### src/design/spi_flag_pkg.sv
// constants shared by the spi status and interrupt flag logic
package spi_flag_pkg;

  // ---------------------------------------------------------------
  // bus widths
  // ---------------------------------------------------------------
  localparam int ADDR_W = 3;
  localparam int DATA_W = 8;
  localparam int EVT_W  = 4;

  // ---------------------------------------------------------------
  // register offsets on the plain register port
  // ---------------------------------------------------------------
  localparam logic [ADDR_W-1:0] CTRL_OFS = 3'h0; // serial_port_control
  localparam logic [ADDR_W-1:0] STAT_OFS = 3'h1; // serial_port_status_control
  localparam logic [ADDR_W-1:0] DATA_OFS = 3'h2; // rx on read, tx on write
  localparam logic [ADDR_W-1:0] EVST_OFS = 3'h3; // sticky event status, w1c
  localparam logic [ADDR_W-1:0] EVMK_OFS = 3'h4; // event mask

  // ---------------------------------------------------------------
  // serial_port_control fields
  // ---------------------------------------------------------------
  localparam int CTRL_RXIE = 7; // rx_irq_enable
  localparam int CTRL_DMAS = 6; // tx request goes to dma instead of cpu
  localparam int CTRL_MSTR = 5; // master mode
  localparam int CTRL_TXIE = 0; // tx_irq_enable
  localparam logic [DATA_W-1:0] CTRL_RST = 8'h00;

  // ---------------------------------------------------------------
  // serial_port_status_control fields
  // ---------------------------------------------------------------
  localparam int STAT_RXF  = 7; // rx_full_flag
  localparam int STAT_ERIE = 6; // error_irq_enable
  localparam int STAT_OVR  = 5; // overrun_flag
  localparam int STAT_MODE_FAULT_FLAG = 4; // mode_fault_flag
  localparam int STAT_TXE  = 3; // tx_empty_flag
  localparam int STAT_MFEN = 2; // mode_fault_detect_enable

  // ---------------------------------------------------------------
  // event status and mask layout
  // ---------------------------------------------------------------
  localparam int EV_RX   = 0;
  localparam int EV_OVR  = 1;
  localparam int EV_MODE_FAULT_FLAG = 2;
  localparam int EV_TX   = 3;
  localparam logic [EVT_W-1:0] EVST_RST = 4'h0;
  localparam logic [EVT_W-1:0] EVMK_RST = 4'h0;

endpackage : spi_flag_pkg

### src/design/spi_status_flag_logic.sv
// spi receiver, overrun, mode fault and transmitter flags with requests
//
// The register offsets and the plain strobed port were chosen for this implementation.
`timescale 1ns/1ps
// How it works
// - a byte moved from shifter to receive register sets rx_full_flag
// - cpu receive request while rx_full_flag and rx_irq_enable both set
// - rx_full_flag clears on status read with flag set then data read
// - reset clears rx_full_flag
// - overrun and mode fault request only with error_irq_enable, reset clear
// - new byte while receive register still unread sets overrun_flag
// - on overrun the held byte stays and the new byte is dropped
// - overrun_flag clears on status read with flag set then data read
// - slave with detect enabled: select rising mid transfer sets mode fault
// - master with detect enabled: select low sets mode fault at any time
// - mode fault clears on status read with flag set then control write
// - reset clears overrun_flag and mode_fault_flag
// - transmit register handing a byte to the shifter sets tx_empty_flag
// - tx_empty_flag with tx_irq_enable gives a cpu or dma request
// - a cpu write of the transmit data register clears tx_empty_flag
// - reset sets tx_empty_flag
module spi_status_flag_logic
  import spi_flag_pkg::*;
(
  input  wire logic              clk,
  input  wire logic              resetn,
  input  wire logic [ADDR_W-1:0] addr,
  input  wire logic [DATA_W-1:0] wdata,
  input  wire logic              wr_en,
  input  wire logic              rd_en,
  output logic      [DATA_W-1:0] rdata,
  input  wire logic              rx_byte_done,
  input  wire logic [DATA_W-1:0] rx_shift_data,
  input  wire logic              tx_load,
  output logic      [DATA_W-1:0] tx_data,
  output logic                   tx_pending,
  output logic                   master_mode,
  input  wire logic              ss_n,
  input  wire logic              sck,
  output logic                   rx_irq_req,
  output logic                   err_irq_req,
  output logic                   tx_irq_req,
  output logic                   tx_dma_req,
  output logic                   irq
);

  // ---------------------------------------------------------------
  // state
  // ---------------------------------------------------------------
  logic [DATA_W-1:0] ctrl_reg;
  logic              err_en_reg;
  logic              mode_fault_flag_en_reg;
  logic              rx_full_reg;
  logic              ovr_reg;
  logic              mode_fault_flag_reg;
  logic              tx_empty_reg;
  logic              rx_arm_reg;
  logic              ovr_arm_reg;
  logic              mode_fault_flag_arm_reg;
  logic [DATA_W-1:0] rx_data_reg;
  logic [DATA_W-1:0] tx_data_reg;
  logic [EVT_W-1:0]  evst_reg;
  logic [EVT_W-1:0]  evmk_reg;
  logic [DATA_W-1:0] rdata_reg;
  logic              xfer_reg;
  logic              ss_meta;
  logic              ss_sync;
  logic              ss_dly;
  logic              sck_meta;
  logic              sck_sync;
  logic              sck_dly;

  logic              wr_ctrl;
  logic              wr_stat;
  logic              wr_data;
  logic              wr_evst;
  logic              wr_evmk;
  logic              rd_stat;
  logic              rd_data;
  logic              rx_clr;
  logic              rx_set;
  logic              ovr_set;
  logic              ovr_clr;
  logic              mode_fault_flag_set;
  logic              mode_fault_flag_clr;
  logic              ss_rise;
  logic              sck_edge;
  logic [EVT_W-1:0]  ev_set;
  logic [EVT_W-1:0]  evst_next;
  logic [DATA_W-1:0] stat_view;
  logic [DATA_W-1:0] rdata_next;

  // ---------------------------------------------------------------
  // pin synchronisers
  // ---------------------------------------------------------------
  // select and serial clock come from the far device; three flops each,
  // and only the second flop and later are looked at
  always_ff @(posedge clk or negedge resetn) begin
    if (!resetn) begin
      ss_meta  <= 1'b1;
      ss_sync  <= 1'b1;
      ss_dly   <= 1'b1;
      sck_meta <= 1'b0;
      sck_sync <= 1'b0;
      sck_dly  <= 1'b0;
    end else begin
      ss_meta  <= ss_n;
      ss_sync  <= ss_meta;
      ss_dly   <= ss_sync;
      sck_meta <= sck;
      sck_sync <= sck_meta;
      sck_dly  <= sck_sync;
    end
  end

  assign ss_rise  = ss_sync && !ss_dly;
  assign sck_edge = sck_sync ^ sck_dly;

  // ---------------------------------------------------------------
  // register port decode
  // ---------------------------------------------------------------
  assign wr_ctrl = wr_en && (addr == CTRL_OFS);
  assign wr_stat = wr_en && (addr == STAT_OFS);
  assign wr_data = wr_en && (addr == DATA_OFS);
  assign wr_evst = wr_en && (addr == EVST_OFS);
  assign wr_evmk = wr_en && (addr == EVMK_OFS);
  assign rd_stat = rd_en && (addr == STAT_OFS);
  assign rd_data = rd_en && (addr == DATA_OFS);

  // ---------------------------------------------------------------
  // software settings
  // ---------------------------------------------------------------
  // control and the two writable status bits; reset leaves error
  // requests disabled
  always_ff @(posedge clk or negedge resetn) begin
    if (!resetn) begin
      ctrl_reg    <= CTRL_RST;
      err_en_reg  <= 1'b0;
      mode_fault_flag_en_reg <= 1'b0;
    end else begin
      if (wr_ctrl) begin
        ctrl_reg <= wdata;
      end
      if (wr_stat) begin
        err_en_reg  <= wdata[STAT_ERIE];
        mode_fault_flag_en_reg <= wdata[STAT_MFEN];
      end
    end
  end

  assign master_mode = ctrl_reg[CTRL_MSTR];

  // ---------------------------------------------------------------
  // receive path
  // ---------------------------------------------------------------
  // a byte that lands in the same cycle as the clearing data read is
  // accepted as fresh data: the old byte has been taken by that read
  assign rx_clr  = rd_data && rx_arm_reg;
  assign rx_set  = rx_byte_done && (!rx_full_reg || rx_clr);
  assign ovr_set = rx_byte_done && rx_full_reg && !rx_clr;
  assign ovr_clr = rd_data && ovr_arm_reg;

  // receive flag; set wins over clear
  always_ff @(posedge clk or negedge resetn) begin
    if (!resetn) begin
      rx_full_reg <= 1'b0;
    end else if (rx_set) begin
      rx_full_reg <= 1'b1;
    end else if (rx_clr) begin
      rx_full_reg <= 1'b0;
    end
  end

  // held byte is only replaced when not overrunning
  always_ff @(posedge clk or negedge resetn) begin
    if (!resetn) begin
      rx_data_reg <= '0;
    end else if (rx_set) begin
      rx_data_reg <= rx_shift_data;
    end
  end

  // overrun flag
  always_ff @(posedge clk or negedge resetn) begin
    if (!resetn) begin
      ovr_reg <= 1'b0;
    end else if (ovr_set) begin
      ovr_reg <= 1'b1;
    end else if (ovr_clr) begin
      ovr_reg <= 1'b0;
    end
  end

  // ---------------------------------------------------------------
  // clearing sequence arms
  // ---------------------------------------------------------------
  // a status read with the flag set arms; the matching access disarms
  always_ff @(posedge clk or negedge resetn) begin
    if (!resetn) begin
      rx_arm_reg   <= 1'b0;
      ovr_arm_reg  <= 1'b0;
      mode_fault_flag_arm_reg <= 1'b0;
    end else begin
      if (rd_stat && rx_full_reg) begin
        rx_arm_reg <= 1'b1;
      end else if (rd_data) begin
        rx_arm_reg <= 1'b0;
      end
      if (rd_stat && ovr_reg) begin
        ovr_arm_reg <= 1'b1;
      end else if (rd_data) begin
        ovr_arm_reg <= 1'b0;
      end
      if (rd_stat && mode_fault_flag_reg) begin
        mode_fault_flag_arm_reg <= 1'b1;
      end else if (wr_ctrl) begin
        mode_fault_flag_arm_reg <= 1'b0;
      end
    end
  end

  // ---------------------------------------------------------------
  // mode fault
  // ---------------------------------------------------------------
  // slave transfer in progress: first serial clock edge with select
  // low until the byte completes or select goes away
  always_ff @(posedge clk or negedge resetn) begin
    if (!resetn) begin
      xfer_reg <= 1'b0;
    end else if (master_mode || ss_sync || rx_byte_done) begin
      xfer_reg <= 1'b0;
    end else if (sck_edge) begin
      xfer_reg <= 1'b1;
    end
  end

  // a master keeps faulting while select stays low, so the clear only
  // sticks once the pin is released
  assign mode_fault_flag_set = mode_fault_flag_en_reg &&
                    (master_mode ? !ss_sync
                                 : (ss_rise && xfer_reg));
  assign mode_fault_flag_clr = wr_ctrl && mode_fault_flag_arm_reg;

  always_ff @(posedge clk or negedge resetn) begin
    if (!resetn) begin
      mode_fault_flag_reg <= 1'b0;
    end else if (mode_fault_flag_set) begin
      mode_fault_flag_reg <= 1'b1;
    end else if (mode_fault_flag_clr) begin
      mode_fault_flag_reg <= 1'b0;
    end
  end

  // ---------------------------------------------------------------
  // transmit path
  // ---------------------------------------------------------------
  // a write while the shifter still waits overwrites the pending byte;
  // software is trusted to wait for the empty flag
  always_ff @(posedge clk or negedge resetn) begin
    if (!resetn) begin
      tx_data_reg <= '0;
    end else if (wr_data) begin
      tx_data_reg <= wdata;
    end
  end

  always_ff @(posedge clk or negedge resetn) begin
    if (!resetn) begin
      tx_empty_reg <= 1'b1;
    end else if (tx_load) begin
      tx_empty_reg <= 1'b1;
    end else if (wr_data) begin
      tx_empty_reg <= 1'b0;
    end
  end

  assign tx_data    = tx_data_reg;
  assign tx_pending = !tx_empty_reg;

  // ---------------------------------------------------------------
  // requests
  // ---------------------------------------------------------------
  assign rx_irq_req  = rx_full_reg && ctrl_reg[CTRL_RXIE];
  assign err_irq_req = err_en_reg && (ovr_reg || mode_fault_flag_reg);
  assign tx_irq_req  = tx_empty_reg && ctrl_reg[CTRL_TXIE] &&
                       !ctrl_reg[CTRL_DMAS];
  assign tx_dma_req  = tx_empty_reg && ctrl_reg[CTRL_TXIE] &&
                       ctrl_reg[CTRL_DMAS];

  // ---------------------------------------------------------------
  // sticky event status and mask
  // ---------------------------------------------------------------
  // a new event beats a write-one-to-clear in the same cycle
  always_comb begin
    ev_set          = '0;
    ev_set[EV_RX]   = rx_set;
    ev_set[EV_OVR]  = ovr_set;
    ev_set[EV_MODE_FAULT_FLAG] = mode_fault_flag_set && !mode_fault_flag_reg;
    ev_set[EV_TX]   = tx_load;
    evst_next       = evst_reg;
    if (wr_evst) begin
      evst_next = evst_next & ~wdata[EVT_W-1:0];
    end
    evst_next = evst_next | ev_set;
  end

  always_ff @(posedge clk or negedge resetn) begin
    if (!resetn) begin
      evst_reg <= EVST_RST;
      evmk_reg <= EVMK_RST;
    end else begin
      evst_reg <= evst_next;
      if (wr_evmk) begin
        evmk_reg <= wdata[EVT_W-1:0];
      end
    end
  end

  assign irq = |(evst_reg & evmk_reg);

  // ---------------------------------------------------------------
  // read data, one cycle after the strobe
  // ---------------------------------------------------------------
  always_comb begin
    stat_view            = '0;
    stat_view[STAT_RXF]  = rx_full_reg;
    stat_view[STAT_ERIE] = err_en_reg;
    stat_view[STAT_OVR]  = ovr_reg;
    stat_view[STAT_MODE_FAULT_FLAG] = mode_fault_flag_reg;
    stat_view[STAT_TXE]  = tx_empty_reg;
    stat_view[STAT_MFEN] = mode_fault_flag_en_reg;
    rdata_next           = '0;
    unique case (addr)
      CTRL_OFS: rdata_next = ctrl_reg;
      STAT_OFS: rdata_next = stat_view;
      DATA_OFS: rdata_next = rx_data_reg;
      EVST_OFS: rdata_next = {{(DATA_W-EVT_W){1'b0}}, evst_reg};
      EVMK_OFS: rdata_next = {{(DATA_W-EVT_W){1'b0}}, evmk_reg};
      default:  rdata_next = '0; // unmapped reads as zero
    endcase
  end

  // rdata only stands in the cycle after a read strobe
  always_ff @(posedge clk or negedge resetn) begin
    if (!resetn) begin
      rdata_reg <= '0;
    end else if (rd_en) begin
      rdata_reg <= rdata_next;
    end else begin
      rdata_reg <= '0;
    end
  end

  assign rdata = rdata_reg;

  // ---------------------------------------------------------------
  // checks
  // ---------------------------------------------------------------
  a_rx_full_set: assert property (@(posedge clk) disable iff (!resetn)
    rx_byte_done && !rx_full_reg |=> rx_full_reg &&
      rx_data_reg == $past(rx_shift_data))
    else $error("received byte did not set the full flag");

  a_rx_irq_gate: assert property (@(posedge clk) disable iff (!resetn)
    $rose(rx_full_reg) |-> rx_irq_req == ctrl_reg[CTRL_RXIE])
    else $error("receive request not gated by its enable");

  a_rx_clear_seq: assert property (@(posedge clk) disable iff (!resetn)
    $fell(rx_full_reg) |-> $past(rd_data) && $past(rx_arm_reg))
    else $error("receive flag cleared without its sequence");

  a_err_gate: assert property (@(posedge clk) disable iff (!resetn)
    err_irq_req |-> err_en_reg && (ovr_reg || mode_fault_flag_reg))
    else $error("error request without enable or flag");

  a_ovr_keeps_byte: assert property (@(posedge clk) disable iff (!resetn)
    ovr_set |=> ovr_reg && $stable(rx_data_reg) && rx_full_reg)
    else $error("overrun disturbed the held byte");

  a_ovr_clear_seq: assert property (@(posedge clk) disable iff (!resetn)
    $fell(ovr_reg) |-> $past(rd_data) && $past(ovr_arm_reg))
    else $error("overrun cleared without its sequence");

  a_mode_fault_flag_master: assert property (@(posedge clk) disable iff (!resetn)
    master_mode && mode_fault_flag_en_reg && !ss_sync ##1 master_mode |-> mode_fault_flag_reg)
    else $error("master select low did not raise mode fault");

  a_mode_fault_flag_clear_seq: assert property (@(posedge clk) disable iff (!resetn)
    $fell(mode_fault_flag_reg) |-> $past(wr_ctrl) && $past(mode_fault_flag_arm_reg))
    else $error("mode fault cleared without its sequence");

  a_tx_empty_set: assert property (@(posedge clk) disable iff (!resetn)
    tx_load |=> tx_empty_reg ##0 (tx_pending == 1'b0))
    else $error("handoff to shifter did not set empty flag");

  a_tx_empty_clear: assert property (@(posedge clk) disable iff (!resetn)
    wr_data && !tx_load |=> !tx_empty_reg && tx_data == $past(wdata))
    else $error("data write did not clear empty flag");

  a_tx_request: assert property (@(posedge clk) disable iff (!resetn)
    tx_empty_reg && ctrl_reg[CTRL_TXIE] |-> tx_irq_req ^ tx_dma_req)
    else $error("transmit request missing or doubled");

  a_flag_holds: assert property (@(posedge clk) disable iff (!resetn)
    rx_full_reg && !rx_arm_reg |=> rx_full_reg)
    else $error("receive flag dropped before being armed");

endmodule : spi_status_flag_logic

### config.mk
export PLATFORM = sky130hd
export DESIGN_NAME = spi_status_flag_logic
export DESIGN_NICKNAME = d
export VERILOG_FILES = /design/src/design/spi_flag_pkg.sv /design/src/design/spi_status_flag_logic.sv
export SDC_FILE = /design/constraint.sdc
export NUM_CORES = 1
export LEC_CHECK = 0
export BUFFER_PORTS_ARGS = -buffer_cell sky130_fd_sc_hd__buf_2
export CAP_MARGIN = 20
export CORE_MARGIN = 2
export CORE_UTILIZATION = 58
export CTS_CLUSTER_DIAMETER = 30
export DETAILED_ROUTE_END_ITERATION = 7
export GPL_ROUTABILITY_DRIVEN = 0
export PLACE_DENSITY = 0.81
export SLEW_MARGIN = 20
export SYNTH_ARGS = -nofsm -noshare
export SYNTH_HDL_FRONTEND = slang
export SYNTH_SLANG_ARGS = --single-unit
### constraint.sdc
create_clock -name clk -period 2.8 [get_ports clk]
set_clock_uncertainty 0.05 [all_clocks]
set_input_delay 0.42 -clock clk [delete_from_list [all_inputs] [get_ports clk]]
set_output_delay 0.42 -clock clk [all_outputs]
set_load 0.01 [all_outputs]
==> flow_summary.json, run 1 <==
{
  "run_status": "complete, no violations",
  "slew_viol_final": 0,
  "setup_repair_after_global_routing_missed_its_margin": "false",
  "first_global_vias": 1643,
  "synth.largest_area_cell": "sky130_fd_sc_hd__dfrtp_1",
  "grt-ovfl-total": 0,
  "synthesis_warnings": 0,
  "via_count": 1631,
  "first_pass_grt_wire_length_um": 8183,
  "placement_rows": 23,
  "setup_ws_ns": 1.008,
  "slew_headroom_pct": 55.08,
  "crit_family": "compound AO/OA/AOI/OAI gates",
  "drt_pass1_iterations": 4,
  "routed_via_density": 5.644,
  "drive_gt1_share_pct": 41.84,
  "io_buffer_count": 49,
  "clk_latency_ns": 0.31,
  "number_of_enable_flip_flop_cells_after_synthesis": 0,
  "timing.critical_path.slowest_stage_cell": "sky130_fd_sc_hd__a41o_1",
  "p_leak_nw": 1.358,
  "post-route-drc-count": 0,
  "num-nets-final": 265,
  "timing.final.crit_period_ns": 1.792,
  "synth.yosys.seq_area_share_pct": 56.74,
  "p_per_area_nw_per_um2": 675.1,
  "cts_made_buffers": 5,
  "max_clock_freq_mhz": 558.0,
  "critPathKind": "primary input to flip-flop",
  "clkTransAtPathRegs_ns": 0.10,
  "cts_sinks": 56,
  "top_level_ports": 50,
  "synth_nets": 217,
  "routed_wire_length_per_instance_um": 16.58,
  "worst-endpoint-required_ns": 2.94,
  "syn-mean-instance-area_um2": 13.05,
  "cts_setup_buffers": 0,
  "holdCritPathClass": "primary input to asynchronous set/reset pin",
  "asyncSetResetFlopFracSynth_pct": 100.0,
  "drv_cap": 0,
  "synthTopCellsByArea": "sky130_fd_sc_hd__dfrtp_1 (52%), sky130_fd_sc_hd__mux2_2 (10%), sky130_fd_sc_hd__mux2_4 (4.8%)",
  "synthCells": 190,
  "final-setup-viol-count": 0,
  "number_of_hold_buffers_added_after_cts": 0,
  "initial_core_utilization_pct": 61.09,
  "yosys.cell_types.count": 46,
  "detailed_route_wl_um": 4791,
  "final.fill_count": 299,
  "hold_ws_ns": 0.03411,
  "fin_setup_tns_ns": 0,
  "cp_data_arrival_time_ns": 1.93,
  "antenna-diode-count": 0,
  "critical_path_peak_fanout": 16,
  "worst_tran_pin_value_ns": 0.6710,
  "grt_antenna_before_repair": 0,
  "startpoint_type": "primary input",
  "fp.coreArea_um2": 4058,
  "number_of_hold_slack_violations_in_the_final_timing_report": 0,
  "gr-usage-all-layers_pct": 21.88,
  "clk_path_buf_depth": 2,
  "dp_slack_ns": 0.6905,
  "dominant_cell_by_count_in_the_synthesized_netlist": "sky130_fd_sc_hd__dfrtp_1",
  "post-dp-hpwl_um": 3487,
  "critical_path.max_stage_delay_ns": 0.58,
  "drt_iter0_drc": 148,
  "synthFlopType": "sky130_fd_sc_hd__dfrtp_1",
  "synth_seq_cells": 56,
  "synth.top_cells.by_count": "sky130_fd_sc_hd__dfrtp_1 (52), sky130_fd_sc_hd__mux2_2 (22), sky130_fd_sc_hd__nand2_1 (10), sky130_fd_sc_hd__o21ai_0 (10)",
  "die-area_um2": 4812,
  "clock_tree.root_cell": "sky130_fd_sc_hd__clkbuf_8",
  "ctsHtreeMaxLevel": 2,
  "vdd.ir_drop.worst_uv": 430.3,
  "chipHeight_um": 69.37,
  "min_period_over_period_pct": 64.00,
  "post_cts_resize_count": 0,
  "synth.cell_area_um2": 2479,
  "area_growth_pct": 13.18,
  "grt_start_max_net_pins": 33,
  "path_cells": "buf_2 -> nor2b_1 -> a41o_1 -> mux2_4",
  "drt.antenna.violating_nets": 0,
  "chipWidth_um": 69.37,
  "cts_tree": "done",
  "critical_path.n_buffers_inverters": 1,
  "final_util_pct": 69.13,
  "critical_path.endpoint_type": "flip-flop",
  "yosys_top_cell_area_share_pct": 52.50
}
## cell usage in the layout (no fill, tap or decap), drive strengths merged, types with 2 or more instances in the layout
cell type	n
a21o	2
a21oi	6
a22oi	2
a31oi	2
buf	50
clkbuf	7
dfrtp	52
dfstp	4
inv	8
mux2	30
mux2i	8
nand2	10
nand2b	2
nand3	2
nor2	6
nor2b	4
nor3	3
nor4b	2
nor4bb	2
o211a	2
o21ai	10
o22ai	2
o311a	2
or2	5
## cell families (layout without fill, tap and decap cells)
logic type	after synthesis	count (layout)	synth area share [%]
compound gates	35	35	9.591
xor+xnor	1	1	0.3534
buf+inv	17	66	4.038
flops	56	56	56.74
mux	38	38	18.07
simple gates	43	43	11.21
## report_power, final
| part | total, W | switching [W] | internal [W] |
|---|---|---|---|
| registers | 0.00107 | 0.000111 | 0.000961 |
| logic | 0.000407 | 0.000177 | 0.000229 |
| clock network | 0.000415 | 0.000239 | 0.000176 |
## final cells by class
class	count	area [µm²]	area share (%)
clock inverters	1	5.005	0.1784
inverters	8	30.03	1.070
well taps	50	62.56	2.230
clock buffers	7	76.32	2.721
repair buffers	50	252.7	9.010
multi-input cells	117	972.2	34.66
flip-flops and latches	56	1406	50.13
## worst paths after layout
kind                            slack [ns]             end  depth (start not counted)         from
worst max-delay path                  1.01  rx_data_reg[6]                          4      addr[2]
worst max register to register        1.23  rx_data_reg[6]                          3  rx_full_reg
max in group asynchronous             1.83          ss_dly                          2       resetn
min in group clk                      0.16         ss_meta                          1         ss_n
worst min-delay path                  0.03        rdata[3]                          1       resetn
worst min register to register        0.30        sck_sync                          0     sck_meta
## layer usage
metal	track usage, %	routed length, µm	vias up	part of all wire, %
li1	-	-	772	-
met1	29.77	2209	804	46
met2	33.76	2233	47	47
met3	6.541	263	8	5.5
met4	7.407	85	0	1.8
met5	0	0	-	0
## per-stage QoR
step | cells | total power (W) | cell area (µm²)
floorplan | 190 | 0.001333 | 2479
global placement | 281 | 0.001473 | 2724
detailed placement | 281 | 0.001498 | 2724
CTS | 289 | 0.001909 | 2805
global route | 289 | 0.002001 | 2805
finish | 289 | 0.001894 | 2805
## worst reg2reg max path: cells and delay by family (launching register included)
family	cells	cell delay, ns
flops	1	0.46
mux	1	0.35
compound gates	1	0.45
simple gates	1	0.14
No activity file was read; power rests on OpenSTA's default activity.
==> run 2, diff against run 1 <==
- CORE_UTILIZATION: 58 -> 54
- PLACE_DENSITY: 0.81 -> 0.76
- clock period: 2.8 -> 1.75 ns (I/O delays scaled with it)
==> run 2 against run 1 <==
Net effect: combinational power rose by 63%; setup slack worse by 0.76 ns; power up 63%; count of clock-buffer cells in the layout fell by 2; cell count is 5.2% higher; critical path depth decreased by 1; clock power is 71% higher; routed wire length down 1.3%; global-route usage decreased by 1.4 points; largest cell class unchanged; largest power group unchanged; highest routed layer unchanged.
==> flow_summary.json, run 2 (same netlist as run 1, synthesis figures left out) <==
{
  "run_status": "complete, no violations",
  "timing.critical_path.slowest_stage_cell": "sky130_fd_sc_hd__a41o_1",
  "ctsHtreeMaxLevel": 2,
  "holdCritPathClass": "primary input to flip-flop",
  "critical_path.max_stage_delay_ns": 0.46,
  "p_per_area_nw_per_um2": 1051,
  "routed_wire_length_per_instance_um": 15.56,
  "first_global_vias": 1653,
  "io_buffer_count": 49,
  "post-place-cells": 293,
  "die-area_um2": 5148,
  "worstRegToRegCells": 3,
  "clk_path_buf_depth": 2,
  "post-route-drc-count": 0,
  "drv_cap": 0,
  "worst_r2r_startpoint": "rx_full_reg",
  "total_area_of_multi_input_combinational_cells_um2": 972.2,
  "grt_antenna_before_repair": 0,
  "timing.final.crit_period_ns": 1.500,
  "vdd.ir_drop.worst_uv": 613.7,
  "grt-ovfl-total": 0,
  "via_count": 1679,
  "detailed_route_wl_um": 4730,
  "worst_hold_path.num_cells": 2,
  "critical_path.endpoint_type": "flip-flop",
  "max_clock_freq_mhz": 666.7,
  "gr-usage-all-layers_pct": 20.50,
  "drt.antenna.violating_nets": 0,
  "number_of_hold_buffers_added_after_cts": 3,
  "cts_made_buffers": 5,
  "num-nets-final": 278,
  "timing.rr.end": "rx_data_reg[4]",
  "chipHeight_um": 71.75,
  "fin_setup_tns_ns": 0,
  "grt_start_max_net_pins": 57,
  "setup_repair_after_global_routing_missed_its_margin": "false",
  "area.sequential_um2": 1406,
  "cp_data_arrival_time_ns": 1.65,
  "worst_tran_pin_value_ns": 0.5425,
  "clock_tree.root_cell": "sky130_fd_sc_hd__clkbuf_8",
  "min_delay_src": "tx_load",
  "chipWidth_um": 71.75,
  "drt_pass1_iterations": 4,
  "post-dp-hpwl_um": 3476,
  "clkTransAtPathRegs_ns": 0.10,
  "slew_headroom_pct": 63.83,
  "final.fill_count": 359,
  "p_leak_nw": 1.422,
  "top_level_ports": 50,
  "critPathKind": "flip-flop to flip-flop",
  "first_pass_grt_wire_length_um": 8031,
  "cts_setup_buffers": 0,
  "placement_rows": 24,
  "clk_latency_ns": 0.31,
  "final_util_pct": 66.98,
  "drive_gt1_share_pct": 44.44,
  "final_cells": 304,
  "cts_sinks": 56,
  "r2r_slack_ns": 0.25,
  "min_period_over_period_pct": 85.71,
  "routed_via_density": 5.523,
  "whs_endpoint": "evst_reg[3]",
  "final-setup-viol-count": 0,
  "antenna-diode-count": 0,
  "startpoint_type": "flip-flop",
  "path_cells": "nor2b_1 -> a41o_1 -> mux2_4",
  "critical_path_peak_fanout": 9,
  "fp.coreArea_um2": 4384,
  "layout_common_cells": "sky130_fd_sc_hd__dfrtp_1 (52), sky130_fd_sc_hd__buf_2 (49), sky130_fd_sc_hd__mux2_2 (22)",
  "initial_core_utilization_pct": 56.54,
  "layout.cells.most_common": "sky130_fd_sc_hd__dfrtp_1",
  "number_of_hold_slack_violations_in_the_final_timing_report": 0,
  "drt_iter0_drc": 86,
  "area_growth_pct": 18.48,
  "worst-endpoint-required_ns": 1.90,
  "cts_tree": "done",
  "post_cts_resize_count": 0,
  "slew_viol_final": 0
}
run 2: how the worst max path moves through the flow:
stage / slack, ns / depth (start not counted) / to / startpoint
6_report: 0.25 / 3 / rx_data_reg[4] / rx_full_reg
5_1_grt: 0.18 / 3 / rx_data_reg[4] / rx_full_reg
4_1_cts: 0.24 / 3 / rx_data_reg[4] / rx_full_reg
3_5_place_dp: 0.06 / 4 / rx_data_reg[4] / rd_en
3_3_place_gp: 0.10 / 4 / rx_data_reg[1] / rd_en
2_1_floorplan: 0.30 / 3 / ctrl_reg[0] / addr[0]
run 2: final cells by class:
type | count | area share (%)
multi-input combinational | 117 | 33.11
tap | 52 | 2.216
sequential | 56 | 47.89
timing repair buffer | 63 | 12.61
clock inverter | 3 | 0.8095
inverter | 8 | 1.023
clock buffer | 5 | 2.343
run 2: power by group:
| part | switching, W | internal [W] |
|---|---|---|
| registers | 0.000173 | 0.00154 |
| clock network | 0.000425 | 0.000284 |
| logic | 0.000278 | 0.000387 |
run 2: metal layers:
layer	wire length, µm	up-vias	track usage, %
met2	2109	52	30.56
met3	285	7	4.641
met5	0	-	0
met1	2267	824	29.54
li1	-	796	-
met4	68	0	7.547
run 2: worst max-delay path: cells and delay by family (launching register included):
family,cells,cell delay (ns)
DFF,1,0.39
muxes,1,0.35
AOI/OAI and AO/OA,1,0.46
and+or+nand+nor,1,0.14
run 2: metrics by stage:
step                total power [W]  setup slack (ns)  cell area [µm²]  hold slack, ns
finish                     0.003086            0.2501             2937         0.09049
detailed placement         0.002406           0.05589             2814          0.2331
floorplan                  0.002132            0.2950             2479        -0.08309
global placement           0.002376            0.1020             2814          0.2320
global route               0.003261            0.1799             2937          0.1013
CTS                        0.003114            0.2353             2937         0.08540
